===== config.mk =====
export PLATFORM = sky130hd
export DESIGN_NAME = sol_option_bank
export DESIGN_NICKNAME = d
export VERILOG_FILES = /design/src/core/sol_pkg.sv /design/src/core/sol_option_bank.sv
export SDC_FILE = /design/constraint.sdc
export NUM_CORES = 1
export LEC_CHECK = 0
export BUFFER_PORTS_ARGS = -buffer_cell sky130_fd_sc_hd__buf_4
export CELL_PAD_IN_SITES_DETAIL_PLACEMENT = 1
export CELL_PAD_IN_SITES_GLOBAL_PLACEMENT = 2
export CORE_MARGIN = 2
export CORE_UTILIZATION = 30
export DETAILED_ROUTE_END_ITERATION = 12
export PLACE_DENSITY = 0.95
export SLEW_MARGIN = 0
export SYNTH_ARGS = -nofsm -noshare
export SYNTH_HDL_FRONTEND = slang
export SYNTH_SLANG_ARGS = --single-unit

===== constraint.sdc =====
create_clock -name pclk -period 5.3 [get_ports pclk]
set_clock_uncertainty 0.05 [all_clocks]
set_input_delay 1.06 -clock pclk [delete_from_list [all_inputs] [get_ports pclk]]
set_output_delay 1.06 -clock pclk [all_outputs]
set_load 0.05 [all_outputs]

===== src/core/sol_pkg.sv =====
// constants shared by the system option latch bank
`default_nettype none
package sol_pkg;
  // register indices as printed, byte address is four times the index
  localparam logic [7:0] SOL_OPTA_IDX = 8'h1D;
  localparam logic [7:0] SOL_OPTB_IDX = 8'h1F;
  localparam int SOL_ADDR_W = 12;
  localparam logic [11:0] SOL_OPTA_ADDR = {2'h0, SOL_OPTA_IDX, 2'h0};
  localparam logic [11:0] SOL_OPTB_ADDR = {2'h0, SOL_OPTB_IDX, 2'h0};
  // system_options_a field positions
  localparam int SOL_A_WDOG_DIS = 0;
  localparam int SOL_A_STOP_EN = 1;
  localparam int SOL_A_SHORT_STOP_RECOVERY_SEL = 2;
  localparam logic [7:0] SOL_A_WMASK = 8'h07;
  // system_options_b field positions
  localparam int SOL_B_RC_OFF = 0;
  localparam int SOL_B_XT_KEEP = 1;
  localparam int SOL_B_DIV_BYP = 2;
  localparam int SOL_B_PC_LO = 3;
  localparam int SOL_B_PC_HI = 4;
  localparam int SOL_B_RANGE_LO = 6;
  localparam int SOL_B_RANGE_HI = 7;
  localparam logic [7:0] SOL_B_WMASK = 8'h1F;
  // reset values
  localparam logic [7:0] SOL_OPT_RST = 8'h00;
  localparam logic [1:0] SOL_RANGE_RST = 2'h0;
  // supply monitor range codes
  localparam logic [1:0] SOL_RANGE_2V5 = 2'h0;
  localparam logic [1:0] SOL_RANGE_3V = 2'h1;
  localparam logic [1:0] SOL_RANGE_5V = 2'h2;
  localparam logic [1:0] SOL_RANGE_RSV = 2'h3;
  // stop recovery lengths in internal rc clock ticks
  localparam int SOL_REC_SHORT = 32;
  localparam int SOL_REC_LONG = 4096;
  localparam int SOL_REC_CNT_W = 13;
  // port c nibble width
  localparam int SOL_PC_NIB = 4;
endpackage
`default_nettype wire


===== src/core/sol_option_bank.sv =====
// write-once system option latches with apb access and option decode
//
// Functional notes
// - with short recovery selected stop recovery lasts 32 rc clock ticks, otherwise 4096.
// - leaving stop through the reset pin always uses the long recovery.
// - the stop instruction runs when enabled and is an illegal opcode when not.
// - the watchdog disable bit turns the watchdog off when set.
// - the rc oscillator halts in stop when its stop-off bit is set; reset clears it.
// - the crystal oscillator keeps running in stop when its keep bit is set; reset clears it.
// - with pll not selected the bypass bit makes clockgen output equal the crystal clock.
// - with pll selected the bypass bit is ignored and the vco is divided by two.
// - the upper port c nibble drives frontplanes 23 to 26 when its select bit is set.
// - the lower port c nibble drives frontplanes 19 to 22 when its select bit is set.
// - the two-bit range picks 3V (01) or 5V (10); 00 and 11 are reserved.
// - only the first write to each option register after reset is taken; reads always work.
// - the range field is writable once after power-on reset and survives other resets.
// - the two option registers sit at 001D and 001F.
`default_nettype none
module sol_option_bank #(
  parameter int SHORT_TICKS = sol_pkg::SOL_REC_SHORT,
  parameter int LONG_TICKS = sol_pkg::SOL_REC_LONG
) (
  input wire logic pclk,
  input wire logic presetn,
  input wire logic por_n,
  input wire logic psel,
  input wire logic penable,
  input wire logic pwrite,
  input wire logic [sol_pkg::SOL_ADDR_W-1:0] paddr,
  input wire logic [31:0] pwdata,
  output logic [31:0] prdata,
  output logic pready,
  output logic pslverr,
  input wire logic rc_clk_tick,
  input wire logic stop_exit_req,
  input wire logic stop_exit_by_pin,
  input wire logic stop_instr_seen,
  input wire logic in_stop,
  input wire logic pll_clock_select,
  output logic stop_recovering,
  output logic stop_recovery_done,
  output logic stop_enter,
  output logic illegal_opcode,
  output logic watchdog_run,
  output logic rc_osc_run,
  output logic xtal_osc_run,
  output logic cg_src_pll,
  output logic cg_div2_en,
  output logic [7:0] portc_fp_sel,
  output logic lvm_mode_3v,
  output logic lvm_mode_5v,
  output logic lvm_mode_rsv
);
  logic [7:0] opt_a_q;
  logic [7:0] opt_b_q;
  logic [1:0] range_q;
  logic wr_done_a_q;
  logic wr_done_b_q;
  logic range_lock_q;
  logic pready_q;
  logic pready_d;
  logic pslverr_q;
  logic [31:0] prdata_q;
  logic [31:0] rdata_d;
  logic hit_a;
  logic hit_b;
  logic wr_acc;
  logic wr_a;
  logic wr_b;
  logic rec_q;
  logic rec_long_q;
  logic rec_done_q;
  logic [sol_pkg::SOL_REC_CNT_W-1:0] rec_cnt_q;
  logic [sol_pkg::SOL_REC_CNT_W-1:0] rec_last;
  logic rec_end;
  logic stop_enter_q;
  logic illegal_q;
  logic wdog_run_q;
  logic rc_run_q;
  logic xt_run_q;
  logic cg_pll_q;
  logic cg_div2_q;
  logic [7:0] fp_sel_q;
  logic lvm_3v_q;
  logic lvm_5v_q;
  logic lvm_rsv_q;

  // address decode, registers one word each
  // option register map
  assign hit_a = (paddr == sol_pkg::SOL_OPTA_ADDR);
  assign hit_b = (paddr == sol_pkg::SOL_OPTB_ADDR);
  assign wr_acc = psel && penable && pready_q && pwrite;
  assign wr_a = wr_acc && hit_a;
  assign wr_b = wr_acc && hit_b;
  assign pready_d = psel && penable && !pready_q;

  // read mux, unused bits read zero
  always_comb begin
    rdata_d = 32'h0000_0000;
    if (hit_a) begin
      rdata_d[7:0] = opt_a_q;
    end else if (hit_b) begin
      rdata_d[7:0] = opt_b_q;
      rdata_d[sol_pkg::SOL_B_RANGE_HI:sol_pkg::SOL_B_RANGE_LO] = range_q;
    end
  end

  // apb answer one cycle into the access phase
  always_ff @(posedge pclk or negedge presetn) begin
    if (!presetn) begin
      pready_q <= 1'b0;
      pslverr_q <= 1'b0;
      prdata_q <= 32'h0000_0000;
    end else begin
      pready_q <= pready_d;
      pslverr_q <= pready_d && !(hit_a || hit_b);
      if (pready_d && !pwrite) begin
        prdata_q <= rdata_d;
      end
    end
  end

  // system_options_a latch, first write wins
  // write once after reset
  always_ff @(posedge pclk or negedge presetn) begin
    if (!presetn) begin
      opt_a_q <= sol_pkg::SOL_OPT_RST;
      wr_done_a_q <= 1'b0;
    end else if (wr_a && !wr_done_a_q) begin
      opt_a_q <= pwdata[7:0] & sol_pkg::SOL_A_WMASK;
      wr_done_a_q <= 1'b1;
    end
  end

  // system_options_b latch, first write wins
  // write once after reset
  always_ff @(posedge pclk or negedge presetn) begin
    if (!presetn) begin
      opt_b_q <= sol_pkg::SOL_OPT_RST;
      wr_done_b_q <= 1'b0;
    end else if (wr_b && !wr_done_b_q) begin
      opt_b_q <= pwdata[7:0] & sol_pkg::SOL_B_WMASK;
      wr_done_b_q <= 1'b1;
    end
  end

  // range field lives on power-on reset only
  // once per power-on
  always_ff @(posedge pclk or negedge por_n) begin
    if (!por_n) begin
      range_q <= sol_pkg::SOL_RANGE_RST;
      range_lock_q <= 1'b0;
    end else if (wr_b && !range_lock_q) begin
      range_q <= pwdata[sol_pkg::SOL_B_RANGE_HI:sol_pkg::SOL_B_RANGE_LO];
      range_lock_q <= 1'b1;
    end
  end

  // last tick index of the running recovery
  // short or long length
  assign rec_last = rec_long_q ? sol_pkg::SOL_REC_CNT_W'(LONG_TICKS - 1)
                               : sol_pkg::SOL_REC_CNT_W'(SHORT_TICKS - 1);
  assign rec_end = rec_q && rc_clk_tick && (rec_cnt_q == rec_last);

  // stop recovery counter on rc clock ticks
  always_ff @(posedge pclk or negedge presetn) begin
    if (!presetn) begin
      rec_q <= 1'b0;
      rec_long_q <= 1'b1;
      rec_cnt_q <= '0;
      rec_done_q <= 1'b0;
    end else begin
      rec_done_q <= rec_end;
      if (stop_exit_req) begin
        rec_q <= 1'b1;
        rec_long_q <= stop_exit_by_pin || !opt_a_q[sol_pkg::SOL_A_SHORT_STOP_RECOVERY_SEL];
        rec_cnt_q <= '0;
      end else if (rec_end) begin
        rec_q <= 1'b0;
        rec_cnt_q <= '0;
      end else if (rec_q && rc_clk_tick) begin
        rec_cnt_q <= rec_cnt_q + 1'b1;
      end
    end
  end

  // stop instruction legality
  // stop or illegal opcode
  always_ff @(posedge pclk or negedge presetn) begin
    if (!presetn) begin
      stop_enter_q <= 1'b0;
      illegal_q <= 1'b0;
    end else begin
      stop_enter_q <= stop_instr_seen && opt_a_q[sol_pkg::SOL_A_STOP_EN];
      illegal_q <= stop_instr_seen && !opt_a_q[sol_pkg::SOL_A_STOP_EN];
    end
  end

  // watchdog and oscillator run controls
  always_ff @(posedge pclk or negedge presetn) begin
    if (!presetn) begin
      wdog_run_q <= 1'b1;
      rc_run_q <= 1'b1;
      xt_run_q <= 1'b1;
    end else begin
      wdog_run_q <= !opt_a_q[sol_pkg::SOL_A_WDOG_DIS];
      rc_run_q <= !(in_stop && opt_b_q[sol_pkg::SOL_B_RC_OFF]);
      xt_run_q <= !in_stop || opt_b_q[sol_pkg::SOL_B_XT_KEEP];
    end
  end

  // clock generator source and divider select
  always_ff @(posedge pclk or negedge presetn) begin
    if (!presetn) begin
      cg_pll_q <= 1'b0;
      cg_div2_q <= 1'b1;
    end else begin
      cg_pll_q <= pll_clock_select;
      cg_div2_q <= pll_clock_select || !opt_b_q[sol_pkg::SOL_B_DIV_BYP];
    end
  end

  // per pin frontplane select on port c
  genvar gi;
  generate
    for (gi = 0; gi < 2 * sol_pkg::SOL_PC_NIB; gi++) begin : g_fp
      always_ff @(posedge pclk or negedge presetn) begin
        if (!presetn) begin
          fp_sel_q[gi] <= 1'b0;
        end else if (gi < sol_pkg::SOL_PC_NIB) begin
          fp_sel_q[gi] <= opt_b_q[sol_pkg::SOL_B_PC_LO];
        end else begin
          fp_sel_q[gi] <= opt_b_q[sol_pkg::SOL_B_PC_HI];
        end
      end
    end
  endgenerate

  // supply monitor mode decode
  // range code decode
  always_ff @(posedge pclk or negedge presetn) begin
    if (!presetn) begin
      lvm_3v_q <= 1'b0;
      lvm_5v_q <= 1'b0;
      lvm_rsv_q <= 1'b1;
    end else begin
      lvm_3v_q <= (range_q == sol_pkg::SOL_RANGE_3V);
      lvm_5v_q <= (range_q == sol_pkg::SOL_RANGE_5V);
      lvm_rsv_q <= (range_q == sol_pkg::SOL_RANGE_2V5) || (range_q == sol_pkg::SOL_RANGE_RSV);
    end
  end

  // outputs straight from flops
  assign prdata = prdata_q;
  assign pready = pready_q;
  assign pslverr = pslverr_q;
  assign stop_recovering = rec_q;
  assign stop_recovery_done = rec_done_q;
  assign stop_enter = stop_enter_q;
  assign illegal_opcode = illegal_q;
  assign watchdog_run = wdog_run_q;
  assign rc_osc_run = rc_run_q;
  assign xtal_osc_run = xt_run_q;
  assign cg_src_pll = cg_pll_q;
  assign cg_div2_en = cg_div2_q;
  assign portc_fp_sel = fp_sel_q;
  assign lvm_mode_3v = lvm_3v_q;
  assign lvm_mode_5v = lvm_5v_q;
  assign lvm_mode_rsv = lvm_rsv_q;
endmodule
`default_nettype wire


==> results of run 1 <==
worst max path at each step:
stage                   start                      to  slack (ns)  cells after the start
global placement    paddr[10]  opt_b_q[3]$_DFFE_PN0P_        2.60                      5
finish              paddr[10]  opt_b_q[1]$_DFFE_PN0P_        2.89                      5
floorplan           paddr[10]  range_q[0]$_DFFE_PN0P_        2.86                      4
global route        paddr[10]  opt_b_q[0]$_DFFE_PN0P_        2.83                      5
CTS                 paddr[10]  opt_b_q[1]$_DFFE_PN0P_        2.86                      5
detailed placement  paddr[10]  opt_b_q[1]$_DFFE_PN0P_        2.53                      5
Yosys cell counts:
cell type	n	area, um2
a21bo_2	1	10.0
a21o_1	1	7.51
a21oi_1	3	15.0
a22o_1	4	35.0
a31o_2	1	8.76
a32oi_1	1	8.76
and2_1	2	12.5
and2_2	1	7.51
and3_1	1	6.26
and4_1	2	17.5
and4bb_2	1	12.5
buf_4	31	233
clkbuf_1	4	15.0
conb_1	1	3.75
dfrtp_1	44	1100
dfstp_2	6	158
ha_1	3	37.5
inv_1	5	18.8
mux2_2	10	113
mux2i_1	4	40.0
nand2_1	11	41.3
nand2b_1	4	25.0
nand3_1	3	15.0
nand4_1	5	31.3
nand4_2	1	12.5
nand4_4	1	21.3
nand4b_1	1	8.76
nor2_1	14	52.6
nor2b_1	1	6.26
nor3_1	5	25.0
nor3b_1	1	7.51
nor4_1	5	31.3
nor4_4	2	42.5
o22a_1	1	8.76
o31ai_1	5	37.5
or2_2	1	6.26
or3_1	2	12.5
or3_2	1	7.51
or4_1	1	7.51
or4_4	2	22.5
xnor2_1	6	52.6
xor2_1	3	26.3
routing by layer:
| layer | routed length, um | global-route usage | up-vias | part of all wire |
|---|---|---|---|---|
| li1 | - | - | 757 | - |
| met1 | 2090 | 0.142 | 809 | 0.42 |
| met2 | 2450 | 0.212 | 50 | 0.50 |
| met3 | 330 | 0.0488 | 6 | 0.067 |
| met4 | 63 | 0.0368 | 0 | 0.013 |
| met5 | 0 | 0 | - | 0 |
per-stage QoR:
| stage | power (uW) | cell area (um2) |
|---|---|---|
| after floorplan | 466 | 2450 |
| after global placement | 483 | 2780 |
| after detailed placement | 485 | 2780 |
| after CTS | 757 | 2890 |
| after global routing | 777 | 2890 |
| final | 748 | 2890 |
state kept, by name, summed over array words and instances, names as in the netlist, 2 cells and up:
| register | flops |
|---|---|
| prdata | 7 |
| rec_cnt_q | 13 |
| opt_a_q | 3 |
| range_q | 2 |
| opt_b_q | 5 |
| portc_fp_sel | 2 |
cells in the final DEF (no fill, tap or decap), types with 6 or more instances in the layout:
cell type   n
xnor2_1     6
mux2_2     10
dfstp_2     6
buf_4      59
nand2_1    11
nor2_1     14
dfrtp_1    44
conb_1     25
layout make-up:
class                           count  share of cell area
Clock buffer                        5              0.0238
Clock inverter                      3              0.0156
Inverter                            5             0.00650
Multi-Input combinational cell    136               0.321
Sequential cell                    50               0.436
Tap cell                          102              0.0442
Timing Repair Buffer               59               0.153
report_power, final:
part / internal (uW) / total (uW) / switching [uW]
clock network: 140 / 271 / 131
logic: 21.7 / 89.7 / 68.0
registers: 385 / 388 / 2.45
critical path: cells and delay by family:
kind | cells | cell delay [ns]
multiplexers | 1 | 0.39
buffers and inverters | 1 | 0.10
AND/OR/NAND/NOR | 3 | 1.00
logic make-up after synthesis:
logic type | share of synthesized area
flip-flops | 0.533
adder cells (fa/ha/maj) | 0.0159
other | 0.00159
multiplexers | 0.0646
XOR/XNOR | 0.0334
AO/OA/AOI/OAI | 0.0556
buffers and inverters | 0.113
AND/OR/NAND/NOR | 0.183
==> metrics.md, run 1 <==
| Metric | Value |
|---|---|
| Final setup viols | `0` |
| All-layer global routing usage | `0.123` |
| Post-Synthesis Cell Area | `2360 um2` |
| Startpoint types | `primary input` |
| CTS Buffer Depth | `2` |
| Global route overflow | `0` |
| Worst R2R Start | `rec_cnt_q[0]$_DFFE_PN0P_` |
| Hold_sp | `opt_a_q[0]$_DFFE_PN0P_` |
| Crit path DAT | `2.56 ns` |
| Total negative slack | `0 ns` |
| ANT nets after route | `0` |
| Final min period | `2.41 ns` |
| Cell count after synthesis | `202` |
| Status | `complete, no violations` |
| Setup crit end kind | `register` |
| Worst reg2reg setup slack | `3.26 ns` |
| Row cnt | `32` |
| Fin worst setup slack | `2.89 ns` |
| Initial core utilization | `0.307` |
| Die X | `92.7 um` |
| Hold WS | `0.370 ns` |
| Die Span Y | `92.7 um` |
| I/O Buffers | `59` |
| PD cells | `259 nW/um2` |
| CP required | `5.45 ns` |
| ANT cells | `0` |
| Num ports | `110` |
| Vias | `1622` |
| Fin nets | `316` |
| Largest net degree at the start of global routing | `48` |
| Final Cycle Share | `0.456` |
| Area of the multi-input gates | `927 um2` |
| Total CTS buffers | `5` |
| Mapped Avg Cell Area | `11.7 um2` |
| CTS root buf | `clkbuf_8` |
| Worst Hold Endpoint | `watchdog_run$_DFF_PN1_` |
| Slew Viols, Final | `0` |
| CP max stage delay | `0.52 ns` |
| Clock sinks | `50` |
| Max capacitance violation total | `0` |
| TritonCTS clock tree | `done` |
| Initial detailed-routing violation count | `38` |
| Number of global-route vias before repair | `1696` |
| Actual slew at the worst max-slew pin | `0.858 ns` |
| First-pass GRT wire length | `8.11 mm` |
| Ys Warns | `0` |
| Distinct cells, synth | `42` |
| Rel. slew slack | `0.423` |
| Layout Cells excl Fill | `360` |
| Hold depth | `1` |
| WS Path Type | `primary input to register` |
| DR DRC count | `0` |
| Reg2reg path depth | `5` |
| # fillers | `893` |
| Leak | `0.00137 uW` |
| Crit path cell chain | `buf_4 > and4bb_2 > nand4_4 > nor4_4 > mux2_2` |
| Post-DP HPWL | `3.82 mm` |
| Worst skew pair latency | `0.31 ns` |
| Vias/cell | `4.51` |
| RR Endpoint | `rec_cnt_q[1]$_DFFE_PN0P_` |
| Die Footprint | `8600 um2` |
| Peak supply drop | `0.000145 V` |
| Layout Area Growth over Synthesis | `22.3%` |
| Htree depth | `2` |
| Min-delay worst type | `register to register` |
| Fraction of layout cells with a size suffix above 1 | `0.368` |
| Clock-pin slew on the worst setup and hold paths | `0.09 ns` |
| Pre-CTS worst setup slack | `2.53 ns` |
| Cts-stage hold buffer count | `0` |
| FF+latch count, synth | `50` |
| F_max | `414 MHz` |
| Initial antenna violation count | `0` |
| Slowest cell on the critical path | `nor4_4` |
| Number of setup buffers added after CTS | `0` |
| Reg area | `1260 um2` |
| Core Util, Final | `0.376` |
| DR WL/cell | `13.7 um` |
| Final hold violation count | `0` |
| CTS resizes | `0` |
| Pre-antenna DRT Iters | `4` |
| GP Congestion | `0.826` |
| Final WL | `4.94 mm` |
| CP max FO | `6` |
| Core area | `7690 um2` |
| RSZ-0062 raised after global routing | `no` |
| Sequential area share after synthesis | `0.533` |
| Placed cell count | `352` |
No activity file was read; power rests on OpenSTA's default activity.
==> run 2: changes to the inputs <==
--- a/config.mk
+++ b/config.mk
@@ -9,9 +9,9 @@
 export CELL_PAD_IN_SITES_DETAIL_PLACEMENT = 1
 export CELL_PAD_IN_SITES_GLOBAL_PLACEMENT = 2
 export CORE_MARGIN = 2
-export CORE_UTILIZATION = 30
+export CORE_UTILIZATION = 28
 export DETAILED_ROUTE_END_ITERATION = 12
-export PLACE_DENSITY = 0.95
+export PLACE_DENSITY = 0.9
 export SLEW_MARGIN = 0
 export SYNTH_ARGS = -nofsm -noshare
 export SYNTH_HDL_FRONTEND = slang
==> constraint.sdc (replaced) <==
create_clock -name pclk -period 2.4 [get_ports pclk]
set_clock_uncertainty 0.05 [all_clocks]
set_input_delay 0.48 -clock pclk [delete_from_list [all_inputs] [get_ports pclk]]
set_output_delay 0.48 -clock pclk [all_outputs]
set_load 0.05 [all_outputs]
==> metrics.md, run 2 (same netlist as run 1, synthesis figures left out) <==
| Metric | Value |
|---|---|
| Total negative slack | `0 ns (unchanged)` |
| Max reg flops | `13 (unchanged)` |
| Initial detailed-routing violation count | `43 (+13%)` |
| Fin nets | `319 (+0.95%)` |
| Max capacitance violation total | `0 (unchanged)` |
| Number of setup buffers added after CTS | `0 (unchanged)` |
| Setup crit end kind | `register` |
| DR WL/cell | `14.2 um (+3.3%)` |
| TritonCTS clock tree | `done` |
| CTS root buf | `clkbuf_8` |
| Global route overflow | `0 (unchanged)` |
| DR DRC count | `0 (unchanged)` |
| CTS resizes | `0 (unchanged)` |
| Leak | `0.00138 uW (+1.0%)` |
| Slew Viols, Final | `0 (unchanged)` |
| Actual slew at the worst max-slew pin | `0.620 ns (-0.239 ns)` |
| Row cnt | `33 (+3.1%)` |
| Layout Cells excl Fill | `366 (+1.7%)` |
| All-layer global routing usage | `0.124 (+0.000253)` |
| Final WL | `5.19 mm (+5.1%)` |
| Clock-pin slew on the worst setup and hold paths | `0.10 ns (about the same)` |
| Initial antenna violation count | `0 (unchanged)` |
| Pre-antenna DRT Iters | `4 (unchanged)` |
| I/O Buffers | `59 (unchanged)` |
| # fillers | `938 (+5.0%)` |
| Vias | `1653 (+1.9%)` |
| Status | `complete, no violations` |
| Final setup viols | `0 (unchanged)` |
| Beginning of the critical path | `pready$_DFF_PN0_` |
| Final Cycle Share | `0.792` |
| Placed cell count | `357 (+1.4%)` |
| Die X | `95.9 um (+3.4%)` |
| Die Footprint | `9190 um2 (+6.8%)` |
| Final min period | `1.90 ns` |
| WS Path Type | `register to register` |
| Core area | `8220 um2 (+6.9%)` |
| CTS Buffer Depth | `2 (unchanged)` |
| Worst reg2reg setup slack | `0.50 ns (-2.76 ns)` |
| CP required | `2.55 ns (-2.90 ns)` |
| ANT cells | `0 (unchanged)` |
| Die Span Y | `95.9 um (+3.4%)` |
| Min-delay worst type | `primary input to async pin` |
| Setup crit end | `opt_a_q[2]$_DFFE_PN0P_` |
| GP Congestion | `0.783 (-5.2%)` |
| Most frequent cells in the layout | `61 x buf_4, 44 x dfrtp_1, 25 x conb_1` |
| Crit path DAT | `2.05 ns (-0.51 ns)` |
| Fraction of layout cells with a size suffix above 1 | `0.368 (-0.000401)` |
| Cts-stage hold buffer count | `1 (+1)` |
| Largest net degree at the start of global routing | `48 (unchanged)` |
| Reg2reg path depth | `4 (-1)` |
| Vias/cell | `4.52 (+0.24%)` |
| Startpoint types | `register` |
| CP max FO | `4 (-2)` |
| Initial core utilization | `0.287 (-0.0198)` |
| RR Endpoint | `opt_a_q[2]$_DFFE_PN0P_` |
| PD cells | `567 nW/um2 (+120%)` |
| Number of global-route vias before repair | `1706 (+0.59%)` |
| Crit path cell chain | `nand4_2 > or4_4 > nor4_4 > mux2_2` |
| RSZ-0062 raised after global routing | `no` |
| Htree depth | `2 (unchanged)` |
| Clock sinks | `50 (unchanged)` |
| Worst R2R Start | `pready$_DFF_PN0_` |
| Largest Register | `rec_cnt_q` |
| Layout Area Growth over Synthesis | `23.4%` |
| Final hold violation count | `0 (unchanged)` |
| F_max | `526 MHz` |
| Worst skew pair latency | `0.30 ns (about the same)` |
| Num ports | `110 (unchanged)` |
| Reg area | `1260 um2 (unchanged)` |
| Slowest cell on the critical path | `or4_4` |
| Total CTS buffers | `5 (unchanged)` |
| Hold WS | `0.136 ns (-0.234 ns)` |
| ANT nets after route | `0 (unchanged)` |
| Peak supply drop | `0.000210 V (+44%)` |
| First-pass GRT wire length | `8.64 mm (+6.5%)` |
| Rel. slew slack | `0.587 (+0.164)` |
| CP max stage delay | `0.48 ns (-0.04 ns)` |
| Post-DP HPWL | `3.96 mm (+3.7%)` |
| Area of the multi-input gates | `927 um2 (unchanged)` |
| Commonest non-fill, non-tap cell in the layout | `buf_4` |
## run 2: changes by cell type in the layout (fill, tap and decap cells not counted), sizes merged
| cell | change |
|---|---|
| clkbuf | +1 |
| clkinvlp | -1 |
| dlygate4sd3 | +1 |
| buf | +2 |
## run 2: routing by layer
layer / track usage / up-vias / routed length [um] / part of all wire
met1: 0.155 / 837 / 2150 / 0.42
li1: - / 762 / - / -
met2: 0.207 / 50 / 2700 / 0.52
met4: 0.0357 / 0 / 27 / 0.0052
met5: 0 / - / 0 / 0
met3: 0.0368 / 4 / 302 / 0.058
## run 2: worst min-delay path by stage
| stage | end | slack (ns) | start | depth (start not counted) |
|---|---|---|---|---|
| finish | stop_recovering$_DFFE_PN0P_ | 0.14 | presetn | 1 |
| global route | lvm_mode_5v$_DFF_PN0_ | 0.16 | presetn | 1 |
| CTS | lvm_mode_5v$_DFF_PN0_ | 0.14 | presetn | 1 |
| detailed placement | range_lock_q$_DFFE_PN0P_ | 0.22 | por_n | 1 |
| global placement | range_q[1]$_DFFE_PN0P_ | 0.22 | por_n | 1 |
| floorplan | cg_src_pll$_DFF_PN0_ | 0.13 | presetn | 0 |
## run 2: layout make-up
class,instances,share of cell area
flip-flops and latches,50,0.432
multi-input cells,136,0.318
repair buffers,62,0.161
well taps,105,0.0451
clock buffers,6,0.0249
clock inverters,2,0.0129
inverters,5,0.00644
## run 2: where the power goes
part / switching [uW] / internal, uW / total, uW / leakage [uW]
sequential: 5.55 / 850 / 856 / 0.000665
combinational: 150 / 50.5 / 201 / 0.000664
clock: 284 / 311 / 595 / 0.0000514
## run 2: worst max-delay path, delay by kind of cell, from the launching register on
family	cells	cell delay, ns
flip-flops	1	0.42
AND/OR/NAND/NOR	3	0.95
multiplexers	1	0.38
## run 2: per-stage QoR
step	area (um2)	utilization	total power (uW)	worst slack (ns)
after floorplan	2450	-	1030	0.335
after global placement	2790	0.340	1070	0.239
after detailed placement	2790	0.340	1070	0.229
after CTS	2910	0.355	1690	0.471
after global routing	2910	0.355	1730	0.376
final	2910	0.355	1650	0.499
